File: src/dspr_defs.vh
// Constants for the DSI peripheral response logic
`ifndef DSPR_DEFS_VH
`define DSPR_DEFS_VH

// Data types of peripheral-sourced packets
`define DSPR_DT_ACK_ERR 6'h02
`define DSPR_DT_EOTP 6'h08
`define DSPR_DT_LONG_READ 6'h1C
`define DSPR_DT_SHORT_READ1 6'h21
`define DSPR_DT_SHORT_READ2 6'h22

// Trigger bytes in transmit order, bit 0 sent first
`define DSPR_TRIG_ACK 8'h84
`define DSPR_TRIG_TE 8'hBA

// Identifier byte layout
`define DSPR_DI_VC_HI 7
`define DSPR_DI_VC_LO 6
`define DSPR_DI_DT_HI 5
`define DSPR_DI_DT_LO 0

// Error report bit positions
`define DSPR_EB_SOT 0
`define DSPR_EB_SOT_SYNC 1
`define DSPR_EB_EOT_SYNC 2
`define DSPR_EB_ESC 3
`define DSPR_EB_LP_SYNC 4
`define DSPR_EB_TIMEOUT 5
`define DSPR_EB_FALSE_CTL 6
`define DSPR_EB_CONTENTION 7
`define DSPR_EB_ECC_SINGLE 8
`define DSPR_EB_ECC_MULTI 9
`define DSPR_EB_CHECKSUM 10
`define DSPR_EB_DT_UNKNOWN 11
`define DSPR_EB_VC_INVALID 12
`define DSPR_EB_LENGTH 13
`define DSPR_EB_RESERVED 14
`define DSPR_EB_PROTOCOL 15

// Mask of errors that block any access
`define DSPR_ABORT_MASK 16'h9803
// Mask of errors that withhold read data
`define DSPR_NOREAD_MASK 16'h9E17

`define DSPR_ERR_RESET 16'h0000
`define DSPR_BYTE_ZERO 8'h00

`endif

File: src/dspr_ecc.v
// Header ECC generator for the 24-bit packet header
`timescale 1ns/1ps
`default_nettype none

module dspr_ecc (
    input wire clk_sys,
    input wire sys_rst,
    input wire [23:0] hdr,
    output reg [7:0] ecc
);

    always @(posedge clk_sys) begin
        if (sys_rst) begin
            ecc <= 8'h00;
        end else begin
            ecc[7] <= 1'b0;
            ecc[6] <= 1'b0;
            ecc[5] <= ^{hdr[10], hdr[11], hdr[12], hdr[13], hdr[14], hdr[15], hdr[16],
                hdr[17], hdr[18], hdr[19], hdr[21], hdr[22], hdr[23]};
            ecc[4] <= ^{hdr[4], hdr[5], hdr[6], hdr[7], hdr[8], hdr[9], hdr[16],
                hdr[17], hdr[18], hdr[19], hdr[20], hdr[22], hdr[23]};
            ecc[3] <= ^{hdr[1], hdr[2], hdr[3], hdr[7], hdr[8], hdr[9], hdr[13],
                hdr[14], hdr[15], hdr[19], hdr[20], hdr[21], hdr[23]};
            ecc[2] <= ^{hdr[0], hdr[2], hdr[3], hdr[5], hdr[6], hdr[9], hdr[11],
                hdr[12], hdr[15], hdr[18], hdr[20], hdr[21], hdr[22]};
            ecc[1] <= ^{hdr[0], hdr[1], hdr[3], hdr[4], hdr[6], hdr[8], hdr[10],
                hdr[12], hdr[14], hdr[17], hdr[20], hdr[21], hdr[22], hdr[23]};
            ecc[0] <= ^{hdr[0], hdr[1], hdr[2], hdr[4], hdr[5], hdr[7], hdr[10],
                hdr[11], hdr[13], hdr[16], hdr[20], hdr[21], hdr[22], hdr[23]};
        end
    end

endmodule
`default_nettype wire

File: src/dspr_response.v
// Response side of a DSI peripheral: error register, reply choice, framing
`timescale 1ns/1ps
`default_nettype none
`include "dspr_defs.vh"

module dspr_response #(
    parameter RD_LEN_W = 16
) (
    input wire clk_sys,
    input wire sys_rst,
    input wire [15:0] err_detect,
    input wire cmd_done,
    input wire cmd_is_read,
    input wire cmd_bta,
    input wire [1:0] cmd_vc,
    input wire te_req,
    input wire [RD_LEN_W-1:0] rd_len,
    input wire [7:0] rd_byte,
    input wire lp_clk,
    output reg cmd_exec,
    output reg cmd_drop,
    output reg rd_next,
    output reg [7:0] tx_byte,
    output reg tx_valid,
    output reg tx_trigger,
    output reg tx_bta,
    output reg [15:0] err_reg,
    output reg busy
);

    localparam S_IDLE = 7'b0000001;
    localparam S_TRIG = 7'b0000010;
    localparam S_RDHDR = 7'b0000100;
    localparam S_RDPAY = 7'b0001000;
    localparam S_ERR = 7'b0010000;
    localparam S_BTA = 7'b0100000;
    localparam S_PKT = 7'b1000000;

    // ==========================================================
    // Link clock sampling
    // ==========================================================
    reg lp_clk_m;
    reg lp_clk_s;
    reg lp_clk_d;
    wire byte_en;

    always @(posedge clk_sys) begin
        if (sys_rst) begin
            lp_clk_m <= 1'b0;
            lp_clk_s <= 1'b0;
            lp_clk_d <= 1'b0;
        end else begin
            lp_clk_m <= lp_clk;
            lp_clk_s <= lp_clk_m;
            lp_clk_d <= lp_clk_s;
        end
    end
    // One byte leaves per rising link clock edge
    assign byte_en = lp_clk_s & ~lp_clk_d;

    // ==========================================================
    // Helpers
    // ==========================================================
    function [7:0] make_di;
        input [1:0] vc;
        input [5:0] dt;
        begin
            make_di = {vc, dt};
        end
    endfunction

    // ==========================================================
    // Reply state
    // ==========================================================
    reg [6:0] state;
    reg [15:0] rep_err;
    reg [1:0] rep_vc;
    reg send_rep;
    reg [1:0] idx;
    reg [RD_LEN_W-1:0] pay_cnt;
    reg [7:0] di_b;
    reg [7:0] b1;
    reg [7:0] b2;
    reg long_rd;
    reg [2:0] pos;
    wire [7:0] ecc_b;
    wire [15:0] err_all;
    wire [15:0] seen;

    assign seen = err_detect & ~(16'h0001 << `DSPR_EB_RESERVED);
    assign err_all = err_reg | seen;

    dspr_ecc u_ecc (
        .clk_sys(clk_sys),
        .sys_rst(sys_rst),
        .hdr({b2, b1, di_b}),
        .ecc(ecc_b)
    );

    // ==========================================================
    // Error register
    // ==========================================================
    wire take_cmd;
    wire rep_taken;
    assign take_cmd = (state == S_IDLE) & cmd_done;
    assign rep_taken = take_cmd & cmd_bta & (err_all != `DSPR_ERR_RESET);

    always @(posedge clk_sys) begin
        if (sys_rst) begin
            err_reg <= `DSPR_ERR_RESET;
        end else if (rep_taken) begin
            // Copied into the reply; only new detections survive
            err_reg <= `DSPR_ERR_RESET;
        end else begin
            err_reg <= err_all;
        end
    end

    // ==========================================================
    // Reply sequencer
    // ==========================================================
    always @(posedge clk_sys) begin
        if (sys_rst) begin
            state <= S_IDLE;
            rep_err <= `DSPR_ERR_RESET;
            rep_vc <= 2'b00;
            send_rep <= 1'b0;
            idx <= 2'd0;
            pay_cnt <= {RD_LEN_W{1'b0}};
            di_b <= `DSPR_BYTE_ZERO;
            b1 <= `DSPR_BYTE_ZERO;
            b2 <= `DSPR_BYTE_ZERO;
            long_rd <= 1'b0;
            pos <= 3'd0;
            cmd_exec <= 1'b0;
            cmd_drop <= 1'b0;
            rd_next <= 1'b0;
            tx_byte <= `DSPR_BYTE_ZERO;
            tx_valid <= 1'b0;
            tx_trigger <= 1'b0;
            tx_bta <= 1'b0;
            busy <= 1'b0;
        end else begin
            cmd_exec <= 1'b0;
            cmd_drop <= 1'b0;
            rd_next <= 1'b0;
            tx_valid <= 1'b0;
            tx_trigger <= 1'b0;
            tx_bta <= 1'b0;
            case (state)
                S_IDLE: begin
                    busy <= 1'b0;
                    if (cmd_done) begin
                        if ((err_all & (`DSPR_ABORT_MASK |
                            (16'h0001 << `DSPR_EB_ECC_MULTI))) != 16'h0000) begin
                            cmd_drop <= 1'b1;
                        end else if (!cmd_is_read) begin
                            cmd_exec <= 1'b1;
                        end
                        rep_vc <= cmd_vc;
                        rep_err <= err_all;
                        send_rep <= (err_all != `DSPR_ERR_RESET);
                        idx <= 2'd0;
                        if (!cmd_bta) begin
                            state <= S_IDLE;
                        end else if (cmd_is_read &&
                            ((err_all & (`DSPR_NOREAD_MASK |
                            (16'h0001 << `DSPR_EB_ECC_MULTI))) == 16'h0000)) begin
                            busy <= 1'b1;
                            long_rd <= (rd_len > 2);
                            pay_cnt <= rd_len;
                            state <= S_RDHDR;
                        end else if (cmd_is_read || err_all != `DSPR_ERR_RESET) begin
                            busy <= 1'b1;
                            state <= S_ERR;
                        end else begin
                            busy <= 1'b1;
                            tx_byte <= `DSPR_TRIG_ACK;
                            state <= S_TRIG;
                        end
                    end else if (te_req) begin
                        busy <= 1'b1;
                        tx_byte <= `DSPR_TRIG_TE;
                        state <= S_TRIG;
                    end
                end
                S_TRIG: begin
                    if (byte_en) begin
                        tx_valid <= 1'b1;
                        tx_trigger <= 1'b1;
                        state <= S_BTA;
                    end
                end
                S_RDHDR: begin
                    if (idx == 2'd0) begin
                        if (long_rd) begin
                            di_b <= make_di(rep_vc, `DSPR_DT_LONG_READ);
                            b1 <= pay_cnt[7:0];
                            b2 <= pay_cnt[15:8];
                            idx <= 2'd3;
                        end else if (pay_cnt == 1) begin
                            di_b <= make_di(rep_vc, `DSPR_DT_SHORT_READ1);
                            b1 <= rd_byte;
                            b2 <= `DSPR_BYTE_ZERO;
                            rd_next <= 1'b1;
                            idx <= 2'd3;
                        end else begin
                            di_b <= make_di(rep_vc, `DSPR_DT_SHORT_READ2);
                            b1 <= rd_byte;
                            rd_next <= 1'b1;
                            idx <= 2'd2;
                        end
                    end else if (idx == 2'd2) begin
                        b2 <= rd_byte;
                        rd_next <= 1'b1;
                        idx <= 2'd3;
                    end else begin
                        idx <= 2'd0;
                        pos <= 3'd0;
                        state <= S_PKT;
                    end
                end
                S_PKT: begin
                    if (pos == 3'd0) begin
                        // Header ECC is registered, so give it one cycle
                        pos <= 3'd1;
                    end else if (byte_en) begin
                        tx_valid <= 1'b1;
                        pos <= pos + 3'd1;
                        case (pos)
                            3'd1: tx_byte <= di_b;
                            3'd2: tx_byte <= b1;
                            3'd3: tx_byte <= b2;
                            default: tx_byte <= ecc_b;
                        endcase
                        if (pos == 3'd4) begin
                            pos <= 3'd0;
                            if (long_rd) begin
                                state <= S_RDPAY;
                            end else if (send_rep) begin
                                state <= S_ERR;
                            end else begin
                                state <= S_BTA;
                            end
                        end
                    end
                end
                S_RDPAY: begin
                    if (byte_en) begin
                        tx_valid <= 1'b1;
                        if (pay_cnt != {RD_LEN_W{1'b0}}) begin
                            tx_byte <= rd_byte;
                            rd_next <= 1'b1;
                            pay_cnt <= pay_cnt - 1'b1;
                        end else begin
                            // No checksum is computed, so the footer is two zero bytes
                            tx_byte <= `DSPR_BYTE_ZERO;
                            pos <= pos + 3'd1;
                            if (pos == 3'd1) begin
                                pos <= 3'd0;
                                long_rd <= 1'b0;
                                state <= send_rep ? S_ERR : S_BTA;
                            end
                        end
                    end
                end
                S_ERR: begin
                    di_b <= make_di(rep_vc, `DSPR_DT_ACK_ERR);
                    b1 <= rep_err[7:0];
                    b2 <= rep_err[15:8];
                    send_rep <= 1'b0;
                    long_rd <= 1'b0;
                    pos <= 3'd0;
                    state <= S_PKT;
                end
                S_BTA: begin
                    tx_bta <= 1'b1;
                    busy <= 1'b0;
                    state <= S_IDLE;
                end
                default: begin
                    state <= S_IDLE;
                end
            endcase
        end
    end

endmodule
`default_nettype wire

File: config.mk
export PLATFORM = sky130hd
export DESIGN_NAME = dspr_response
export DESIGN_NICKNAME = d
export VERILOG_FILES = /design/src/dspr_ecc.v /design/src/dspr_response.v
export VERILOG_INCLUDE_DIRS = /design/src
export SDC_FILE = /design/constraint.sdc
export NUM_CORES = 1
export LEC_CHECK = 0
export BUFFER_PORTS_ARGS = -buffer_cell sky130_fd_sc_hd__clkbuf_2
export CELL_PAD_IN_SITES_DETAIL_PLACEMENT = 0
export CELL_PAD_IN_SITES_GLOBAL_PLACEMENT = 1
export CORE_ASPECT_RATIO = 1.25
export CORE_UTILIZATION = 39
export CTS_CLUSTER_SIZE = 30
export DETAILED_ROUTE_END_ITERATION = 12
export HOLD_SLACK_MARGIN = 0.12
export PLACE_DENSITY_LB_ADDON = 0.1
export SETUP_SLACK_MARGIN = 0.5
export SLEW_MARGIN = 40
export SYNTH_ARGS = -nofsm -noshare
export SYNTH_HDL_FRONTEND = slang
export SYNTH_HIERARCHICAL = 1
export SYNTH_SLANG_ARGS = --single-unit
File: constraint.sdc
create_clock -name clk_sys -period 2.3 [get_ports clk_sys]
set_input_delay 0.46 -clock clk_sys [delete_from_list [all_inputs] [get_ports clk_sys]]
set_output_delay 0.46 -clock clk_sys [all_outputs]
set_load 0.1 [all_outputs]
# Word-level counts from Yosys, hierarchy flattened
# Index checks and enable logic that the tools add are counted.
# classes
addsub	2
n_lt_le_gt_ge	1
n_eq_ne	34
mux	86
n_bitwise	9
n_reduce_logical	37
# ops
cell	n
$mux 8	16
$mux 16	5
$mux 7	11
$reduce_xor 13->1	4
$pmux 8 s2	3
$pmux 8 s3	2
$reduce_bool 16->1	3
$pmux 7 s6	1
$pmux 16 s2	1
$reduce_xor 14->1	2
$ne 2x2->1 const B	13
$mux 3	8
$mux 1	22
$mux 6	3
$ne 3x3->1 const B	6
$eq 16x1->1 const B	1
$gt 16x2->1 const B	1
$logic_not 16->1	1
$or 16x16->16	1
$sub 16x1->16 const B	1
$mux 5	3
$pmux 3 s4	1
$reduce_and 6->1	2
$reduce_and 10->1	1
34 further kinds	57
# totals
reg_bits	114
in_bits	49
word_cells	194

# Longest topological paths before layout
# Gate-level depths: netlist of run 1.
# logic_depth
depth_word	8
ltp_mapped	10
ltp_nobuf	8

# Hierarchy
# Netlist of run 1, hierarchy kept.
# by_module_without_submodules
module	instances	cells_each	area_per_inst_um2
dspr_response	1	662	5225.0
dspr_ecc	1	53	681.9

# Worst setup path after synthesis of run 1
# No wires, ideal clock.
# synth_path
path_type	register to register
from	reg err_reg[9]
to	reg tx_byte[0]
arrival_time_ns	2.454
setup_slack_ns	-0.240
path_stages_with_launch	8
path_buffers	1
period_less_slack_ns	2.540
cell_sequence	dfxtp_1 > nor4_1 > and4b_1 > nand4_1 > a221oi_2 > buf_2 > nor2_1 > a211oi_1
# synth_via
elab_chain_len	5
# synth_lines
element	line	text
start: declaration	dspr_response.v:27	output reg [15:0] err_reg,
start signal: assignment	dspr_response.v:110	err_reg <= `DSPR_ERR_RESET;
start signal: assignment	dspr_response.v:113	err_reg <= `DSPR_ERR_RESET;
start signal: assignment	dspr_response.v:115	err_reg <= err_all;
$or 16x16->16 (*)	dspr_response.v:91	assign err_all = err_reg | seen;
$reduce_bool 16->1 (no source line) or $logic_not 16->1 (tied branches)	-	
$logic_or 1x1->1 (no source line) or $logic_and 1x1->1 (tied branches)	-	
$ne 3x3->1 (no source line)	-	
$reduce_and 8->1 (no source line) (*)	-	
end signal: assignment	dspr_response.v:138	tx_byte <= `DSPR_BYTE_ZERO;
end signal: assignment	dspr_response.v:178	tx_byte <= `DSPR_TRIG_ACK;
end signal: assignment	dspr_response.v:183	tx_byte <= `DSPR_TRIG_TE;
end: declaration	dspr_response.v:23	output reg [7:0] tx_byte,
# Every way passes the cells marked *; elsewhere a longest branch is shown, timed or not.
# A chain may end at the register's enable or synchronous reset.

# Final worst setup path of run 1
# layout_path
from	reg pay_cnt[1]
to	reg state[3]
# layout_via
elab_chain_len	3
# layout_lines
element	line	text
start: declaration	dspr_response.v:80	reg [RD_LEN_W-1:0] pay_cnt;
start signal: assignment	dspr_response.v:129	pay_cnt <= {RD_LEN_W{1'b0}};
start signal: assignment	dspr_response.v:171	pay_cnt <= rd_len;
start signal: assignment	dspr_response.v:254	pay_cnt <= pay_cnt - 1'b1;
$reduce_bool 16->1	dspr_response.v:251	if (pay_cnt != {RD_LEN_W{1'b0}}) begin
$ne 2x2->1 (no source line)	-	
$reduce_and 10->1 (no source line)	-	
end signal: assignment	dspr_response.v:262	state <= send_rep ? S_ERR : S_BTA;
end: declaration	dspr_response.v:75	reg [6:0] state;
# No other way between the ends.

==> flow_metrics.env, run 1 <==
export IMPL_io_buffers=77
export IMPL_hold_buffers=0
export IMPL_place_congestion=0.8757
export IMPL_end_kind="register"
export IMPL_drt_iter0_drc=509
export IMPL_diodes=0
export IMPL_crit_path_top_delay_cell="or3_1"
export IMPL_synthCells=715
export IMPL_path_class="register to register"
export IMPL_met1_usage_pct=31.94
export IMPL_largest_reg_flops=16
export IMPL_run_status="finished, violations left"
export IMPL_final_layout_size_suffix_gt1_share_pct=38.78
export IMPL_initial_core_util_pct=40.48
export IMPL_cts_sink_count=108
export IMPL_worstHoldPathCells=2
export IMPL_crit_arrival_ps=2360
export IMPL_htree_levels=3
export IMPL_ir_drop_v=0.0006118
export IMPL_start_kind="register"
export IMPL_slew_viol_final=0
export IMPL_critical_path_cell_chain="inv_2, ha_4, nor3b_4, buf_4, buf_6, nand4_1, nor2_1, o211ai_1, or3_1, a21oi_1"
export IMPL_hpwl_um=14130
export IMPL_final_cells=1065
export IMPL_first_global_vias=5770
export IMPL_synth_ff_type="dfxtp_1"
export IMPL_drc=4
export IMPL_ys_warn_count=6
export IMPL_rsz0062_at_grt="yes"
export IMPL_grt_pass1_wl_um=30990
export IMPL_grtUsageTotal_pct=25.72
export IMPL_io_pins=80
export IMPL_synth_area_top_cells="dfxtp_1, nor2_1, a21oi_1"
export IMPL_fin_crit_ps=2090
export IMPL_multiInputGateArea_um2=4125
export IMPL_via_per_inst=5.711
export IMPL_num_nets_final=938
export IMPL_synth_edf_count=0
export IMPL_die_w_um=112.1
export IMPL_crit_path_max_fanout=4
export IMPL_syn_area_per_cell_um2=8.261
export IMPL_wl_um=21030
export IMPL_clk_path_buf_depth=2
export IMPL_worstMarginPinSlew_ps=546.9
export IMPL_hold_class="primary input to register"
export IMPL_p_leak_nw=3.434
export IMPL_synth_top_area_share_pct=36.60
export IMPL_setup_viol=0
export IMPL_nFillCells=1351
export IMPL_clk_pin_slew_ps=80
export IMPL_gr_usage_met3_pct=3.659
export IMPL_grt_busiest_layer="met2"
export IMPL_grt_overflow=0
export IMPL_cts_root_buf="clkbuf_16"
export IMPL_synth_seq_area_share_pct=36.60
export IMPL_finalCritPeriodShare_pct=90.87
export IMPL_relSlewSlack_pct=63.70
export IMPL_ant_nets=0
export IMPL_core_area_um2=14590
export IMPL_reg2regPathDepth=10
export IMPL_avgRoutedWirePerCell_um=19.74
export IMPL_syn2layout_area_growth_pct=44.16
export IMPL_numPlacedInstances=987
export IMPL_power_density_nw_per_um2=1039
export IMPL_num_rows=49
export IMPL_synth_area_um2=5907
export IMPL_cts_tree="yes"
export IMPL_die_area_um2=15650
export IMPL_cap_violations=0
export IMPL_synth_seq_cells=108
export IMPL_antenna_found_initial=0
export IMPL_clk_latency_ps=370
export IMPL_num_vias=6082
export IMPL_fin_util_pct=58.36
export IMPL_crit_required_ps=2570
export IMPL_die_y_um=139.6
export IMPL_numCtsBuffers=9
export IMPL_dr_pass1_iters=10
export IMPL_async_reset_ff_share_pct=0
export IMPL_use_met2_pct=44.85
export IMPL_regArea_um2=2232
export IMPL_grt_max_degree=86
export IMPL_violations="DRC"
export IMPL_fmax_mhz=478.5
export IMPL_max_stage_delay_ps=350
export IMPL_ys_types=71
export IMPL_finClkSkew_ps=10.84
export IMPL_hold_viol=0
export IMPL_yosysTopAreaCell="dfxtp_1"
==> path summary, 6_finish.rpt <==
kind,startpoint,end,slack [ps]
max reg2reg,pay_cnt[1]$_SDFFE_PP0P_,state[3]$_SDFFE_PP0P_,210
min reg2reg,lp_clk_m$_SDFF_PP0_,lp_clk_s$_SDFF_PP0_,450
min,lp_clk,lp_clk_m$_SDFF_PP0_,300
max,pay_cnt[1]$_SDFFE_PP0P_,state[3]$_SDFFE_PP0P_,210
==> metrics by stage <==
step / cell area (um^2) / power [mW] / setup slack (ps) / TNS [ps] / hold WS, ps
after floorplan: 6167 / 4.808 / 43.62 / 0 / 413.8
after global placement: 7007 / 5.649 / -18.02 / -84.99 / 445.8
after detailed placement: 7007 / 5.682 / -92.16 / -395.7 / 445.7
after CTS: 7854 / 7.945 / 251.8 / 0 / 300.8
after global routing: 8516 / 9.238 / 128.8 / 0 / 317.1
final: 8516 / 8.851 / 210.1 / 0 / 303.3
==> kinds of logic (layout without fill, tap and decap cells) <==
family          count (synthesis)  after routing  synth area share [%]
simple gates                  292            295                 24.99
compound gates                193            194                 21.37
mux                            14             14                 2.372
other cells                     2              3                0.1271
fa+ha+maj                       7              7                 1.483
flops                         108            108                 36.60
xor+xnor                       40             40                 8.897
buf+inv                        59            226                 4.152
==> power breakdown <==
part | internal (mW) | switching (mW)
sequential | 2.17 | 0.255
combinational | 2.01 | 2.79
clock | 0.786 | 0.845
total | 4.96 | 3.89
==> worst max-delay path, delay by kind of cell, from the launching register on <==
kind | cells | cell delay [ps]
buffers and inverters | 3 | 310
AOI/OAI and AO/OA | 2 | 330
DFF | 1 | 330
adders and majority gates | 1 | 140
and+or+nand+nor | 4 | 880
==> timing repair <==
item,in CTS,in global routing
hold endpoints to repair,0,0
buffers inserted,24,26
resized for setup,78,76
cloned,5,7
endpoints found under the setup margin,91,80
pin swaps,34,36
==> metal layers <==
metal  share of wire (%)  vias to the layer above
met5                   0                        -
met2                  49                      223
met4                 3.7                        0
met1                  42                     2889
met3                 5.3                       54
li1                    -                     2916
==> placed cells by master, fill, tap and decap left out, drive strengths merged, types with 4 or more instances in the layout <==
master | Yosys | routed
a211o | 6 | 6
nor2b | 23 | 23
clkinv | 0 | 4
buf | 9 | 117
o211ai | 9 | 9
nand4 | 4 | 4
inv | 11 | 14
dfxtp | 108 | 108
or2 | 7 | 7
a222oi | 5 | 5
nand3 | 21 | 24
nor3 | 20 | 20
o21ai | 32 | 33
ha | 7 | 7
a211oi | 26 | 26
xor2 | 7 | 7
nand2b | 9 | 9
xnor3 | 11 | 11
nand2 | 60 | 60
nor4 | 16 | 16
a221oi | 4 | 4
nor2 | 100 | 100
a22oi | 4 | 4
mux2i | 14 | 14
and3 | 8 | 8
clkbuf | 39 | 91
a311o | 7 | 7
a31oi | 7 | 7
and2 | 4 | 4
xnor2 | 21 | 21
a21oi | 68 | 68
==> final cells by class <==
| type | count | area share, % |
|---|---|---|
| well taps | 178 | 2.615 |
| multi-input cells | 553 | 48.44 |
| clock inverters | 7 | 1.043 |
| flip-flops and latches | 108 | 26.21 |
| clock buffers | 9 | 2.645 |
| inverters | 11 | 0.4849 |
| repair buffers | 199 | 18.56 |
==> synthesized netlist by cell type, types with 4 or more instances <==
cell and number:
nor2_1 99, a21oi_1 67, nor3_1 19, nand4_1 4, a31oi_1 7, buf_4 5, and2_1 4, inv_1 11
nand2_1 59, xnor3_1 10, and3_1 8, a211oi_1 26, mux2i_1 14, xor2_1 7, a222oi_1 5, o21ai_0 31
a311o_1 7, xnor2_1 20, o211ai_1 9, nor2b_1 22, dfxtp_1 108, nor4_1 12, nand2b_1 9, ha_1 7
or2_0 6, a22oi_1 4, clkbuf_1 38, nand3_1 21, a211o_1 6
No activity file was read; power rests on OpenSTA's default activity.
==> run 2: changes to the inputs <==
- MAX_ROUTING_LAYER: not set -> met4
==> run 2 against run 1 <==
Against the previous run:
- critical path type unchanged
- maximum frequency is 0.27% lower
- routed wire length is 4.7% higher
- highest routed layer unchanged
- the run still ends with DRC left
- sequential share of layout area is 0.99 points lower
- hold slack better by 10 ps
- core utilization is 2.2 points higher
- via count is 2.6% higher
- die area stayed put
- critical path depth is 2 lower
- first-iteration DRC count is 3.7% lower
- clock-buffer cell count stayed put
- non-clock buffer count is 16 higher
==> flow_metrics.env, run 2 (synthesis results as in run 1) <==
export IMPL_total_power_mw=8.953
export IMPL_grtUsageTotal_pct=27.61
export IMPL_finClkSkew_ps=9.739
export IMPL_grt_overflow=0
export IMPL_numPlacedInstances=986
export IMPL_path_class="register to register"
export IMPL_grt_pass1_wl_um=32090
export IMPL_wl_um=22020
export IMPL_num_rows=49
export IMPL_fin_area_um2=8830
export IMPL_rsz0062_at_grt="yes"
export IMPL_drc=3
export IMPL_place_congestion=0.8799
export IMPL_via_per_inst=5.781
export IMPL_nFillCells=1288
export IMPL_die_w_um=112.1
export IMPL_critical_path_cell_chain="inv_2, ha_4, nor3b_4, and4_4, nor2_2, or4_4, or3b_4, a21oi_2"
export IMPL_first_global_vias=5928
export IMPL_slew_viol_final=0
export IMPL_fin_crit_ps=2096
export IMPL_violations="DRC"
export IMPL_final_layout_size_suffix_gt1_share_pct=41.62
export IMPL_dr_pass1_iters=12
export IMPL_setup_viol=0
export IMPL_end_kind="register"
export IMPL_cts_sink_count=108
export IMPL_crit_path_max_fanout=2
export IMPL_numCtsBuffers=9
export IMPL_antenna_found_initial=0
export IMPL_run_status="finished, violations left"
export IMPL_final_common_cell="buf_4"
export IMPL_drt_iter0_drc=490
export IMPL_clk_pin_slew_ps=80
export IMPL_clk_path_buf_depth=2
export IMPL_final_cells=1079
export IMPL_cts_tree="yes"
export IMPL_num_nets_final=952
export IMPL_regArea_um2=2227
export IMPL_start_kind="register"
export IMPL_diodes=0
export IMPL_cts_root_buf="clkbuf_16"
export IMPL_whs_ps=313.4
export IMPL_hold_class="primary input to register"
export IMPL_num_vias=6238
export IMPL_crit_required_ps=2580
export IMPL_finalCritPeriodShare_pct=91.11
export IMPL_clk_latency_ps=360
export IMPL_die_y_um=139.6
export IMPL_avgRoutedWirePerCell_um=20.41
export IMPL_grt_max_degree=86
export IMPL_cap_violations=0
export IMPL_power_density_nw_per_um2=1014
export IMPL_placed_area_um2=6999
export IMPL_hold_buffers=0
export IMPL_htree_levels=3
export IMPL_worstMarginPinSlew_ps=604.6
export IMPL_io_pins=80
export IMPL_syn2layout_area_growth_pct=49.48
export IMPL_hpwl_um=14140
export IMPL_final_cell_mix="buf_4, nor2_1, dfxtp_1, clkbuf_2, a21oi_1"
export IMPL_fmax_mhz=477.2
export IMPL_hold_viol=0
export IMPL_die_area_um2=15650
export IMPL_crit_arrival_ps=2380
export IMPL_ir_drop_v=0.0006106
export IMPL_ant_nets=0
export IMPL_io_buffers=77
export IMPL_initial_core_util_pct=40.48
export IMPL_multiInputGateArea_um2=4172
export IMPL_largest_reg_flops=16
export IMPL_crit_path_top_delay_cell="or4_4"
export IMPL_core_area_um2=14590
export IMPL_p_leak_nw=3.583
export IMPL_max_stage_delay_ps=430
export IMPL_fin_setup_tns_ps=0
export IMPL_relSlewSlack_pct=58.65
[run 2: cell count changes in the layout (fill, tap and decap cells not counted), moves of 4 or more]
| cell | change |
|---|---|
| buf_6 | +5 |
| nand2_1 | -8 |
| nand2_2 | +4 |
| nand2_4 | +5 |
| nand3_1 | -7 |
| nand3_2 | +7 |
| nor2_2 | -5 |
| nor2_4 | +4 |
| o21ai_0 | -11 |
| o21ai_1 | +9 |
[run 2: final timing paths]
kind	to	depth (start not counted)	slack, ps	start
hold / removal	lp_clk_m$_SDFF_PP0_	2	310	lp_clk
hold reg to reg	lp_clk_s$_SDFF_PP0_	1	440	lp_clk_m$_SDFF_PP0_
setup reg to reg	pos[1]$_SDFFE_PP0P_	8	200	pay_cnt[1]$_SDFFE_PP0P_
setup / recovery	pos[1]$_SDFFE_PP0P_	8	200	pay_cnt[1]$_SDFFE_PP0P_
[run 2: area by class of cell]
cell class	count	share of cell area (%)
Sequential cell	108	25.22
Multi-Input combinational cell	551	47.24
Inverter	11	0.4676
Clock inverter	7	1.105
Tap cell	178	2.522
Timing Repair Buffer	215	20.89
Clock buffer	9	2.551
[run 2: critical path: cells and delay by family, from the launching register on]
family	cells	cell delay (ps)
compound gates	1	130
simple gates	5	1360
fa+ha+maj	1	140
flops	1	330
buf+inv	1	80
[run 2: metal layers]
layer	global-route usage, %	vias up	wire, um
met5	-	-	0
met4	12.28	0	873
met3	4.312	63	1239
met2	45.01	246	10810
met1	33.62	2979	9100
li1	-	2950	-
[run 2: stage by stage]
step	worst slack, ps	utilization, %
6_report	204.4	60.51
5_1_grt	88.52	60.51
4_1_cts	227.1	55.75
3_5_place_dp	-137.4	47.97
3_3_place_gp	-33.87	47.97
2_1_floorplan	43.62	-
[run 2: where the power goes]
group          switching, mW  internal (mW)  leakage (nW)  total, mW
clock                  0.816          0.887         0.159       1.70
combinational           2.77           2.06          2.53       4.84
sequential             0.241           2.17         0.897       2.41
total                   3.83           5.12          3.58       8.95
[run 2: repair_timing]
item                       in CTS  in global routing
gates cloned                    9                  7
resized for setup              88                111
pin swaps                      42                 43
buffers inserted               38                 23
setup endpoints to repair      91                 88
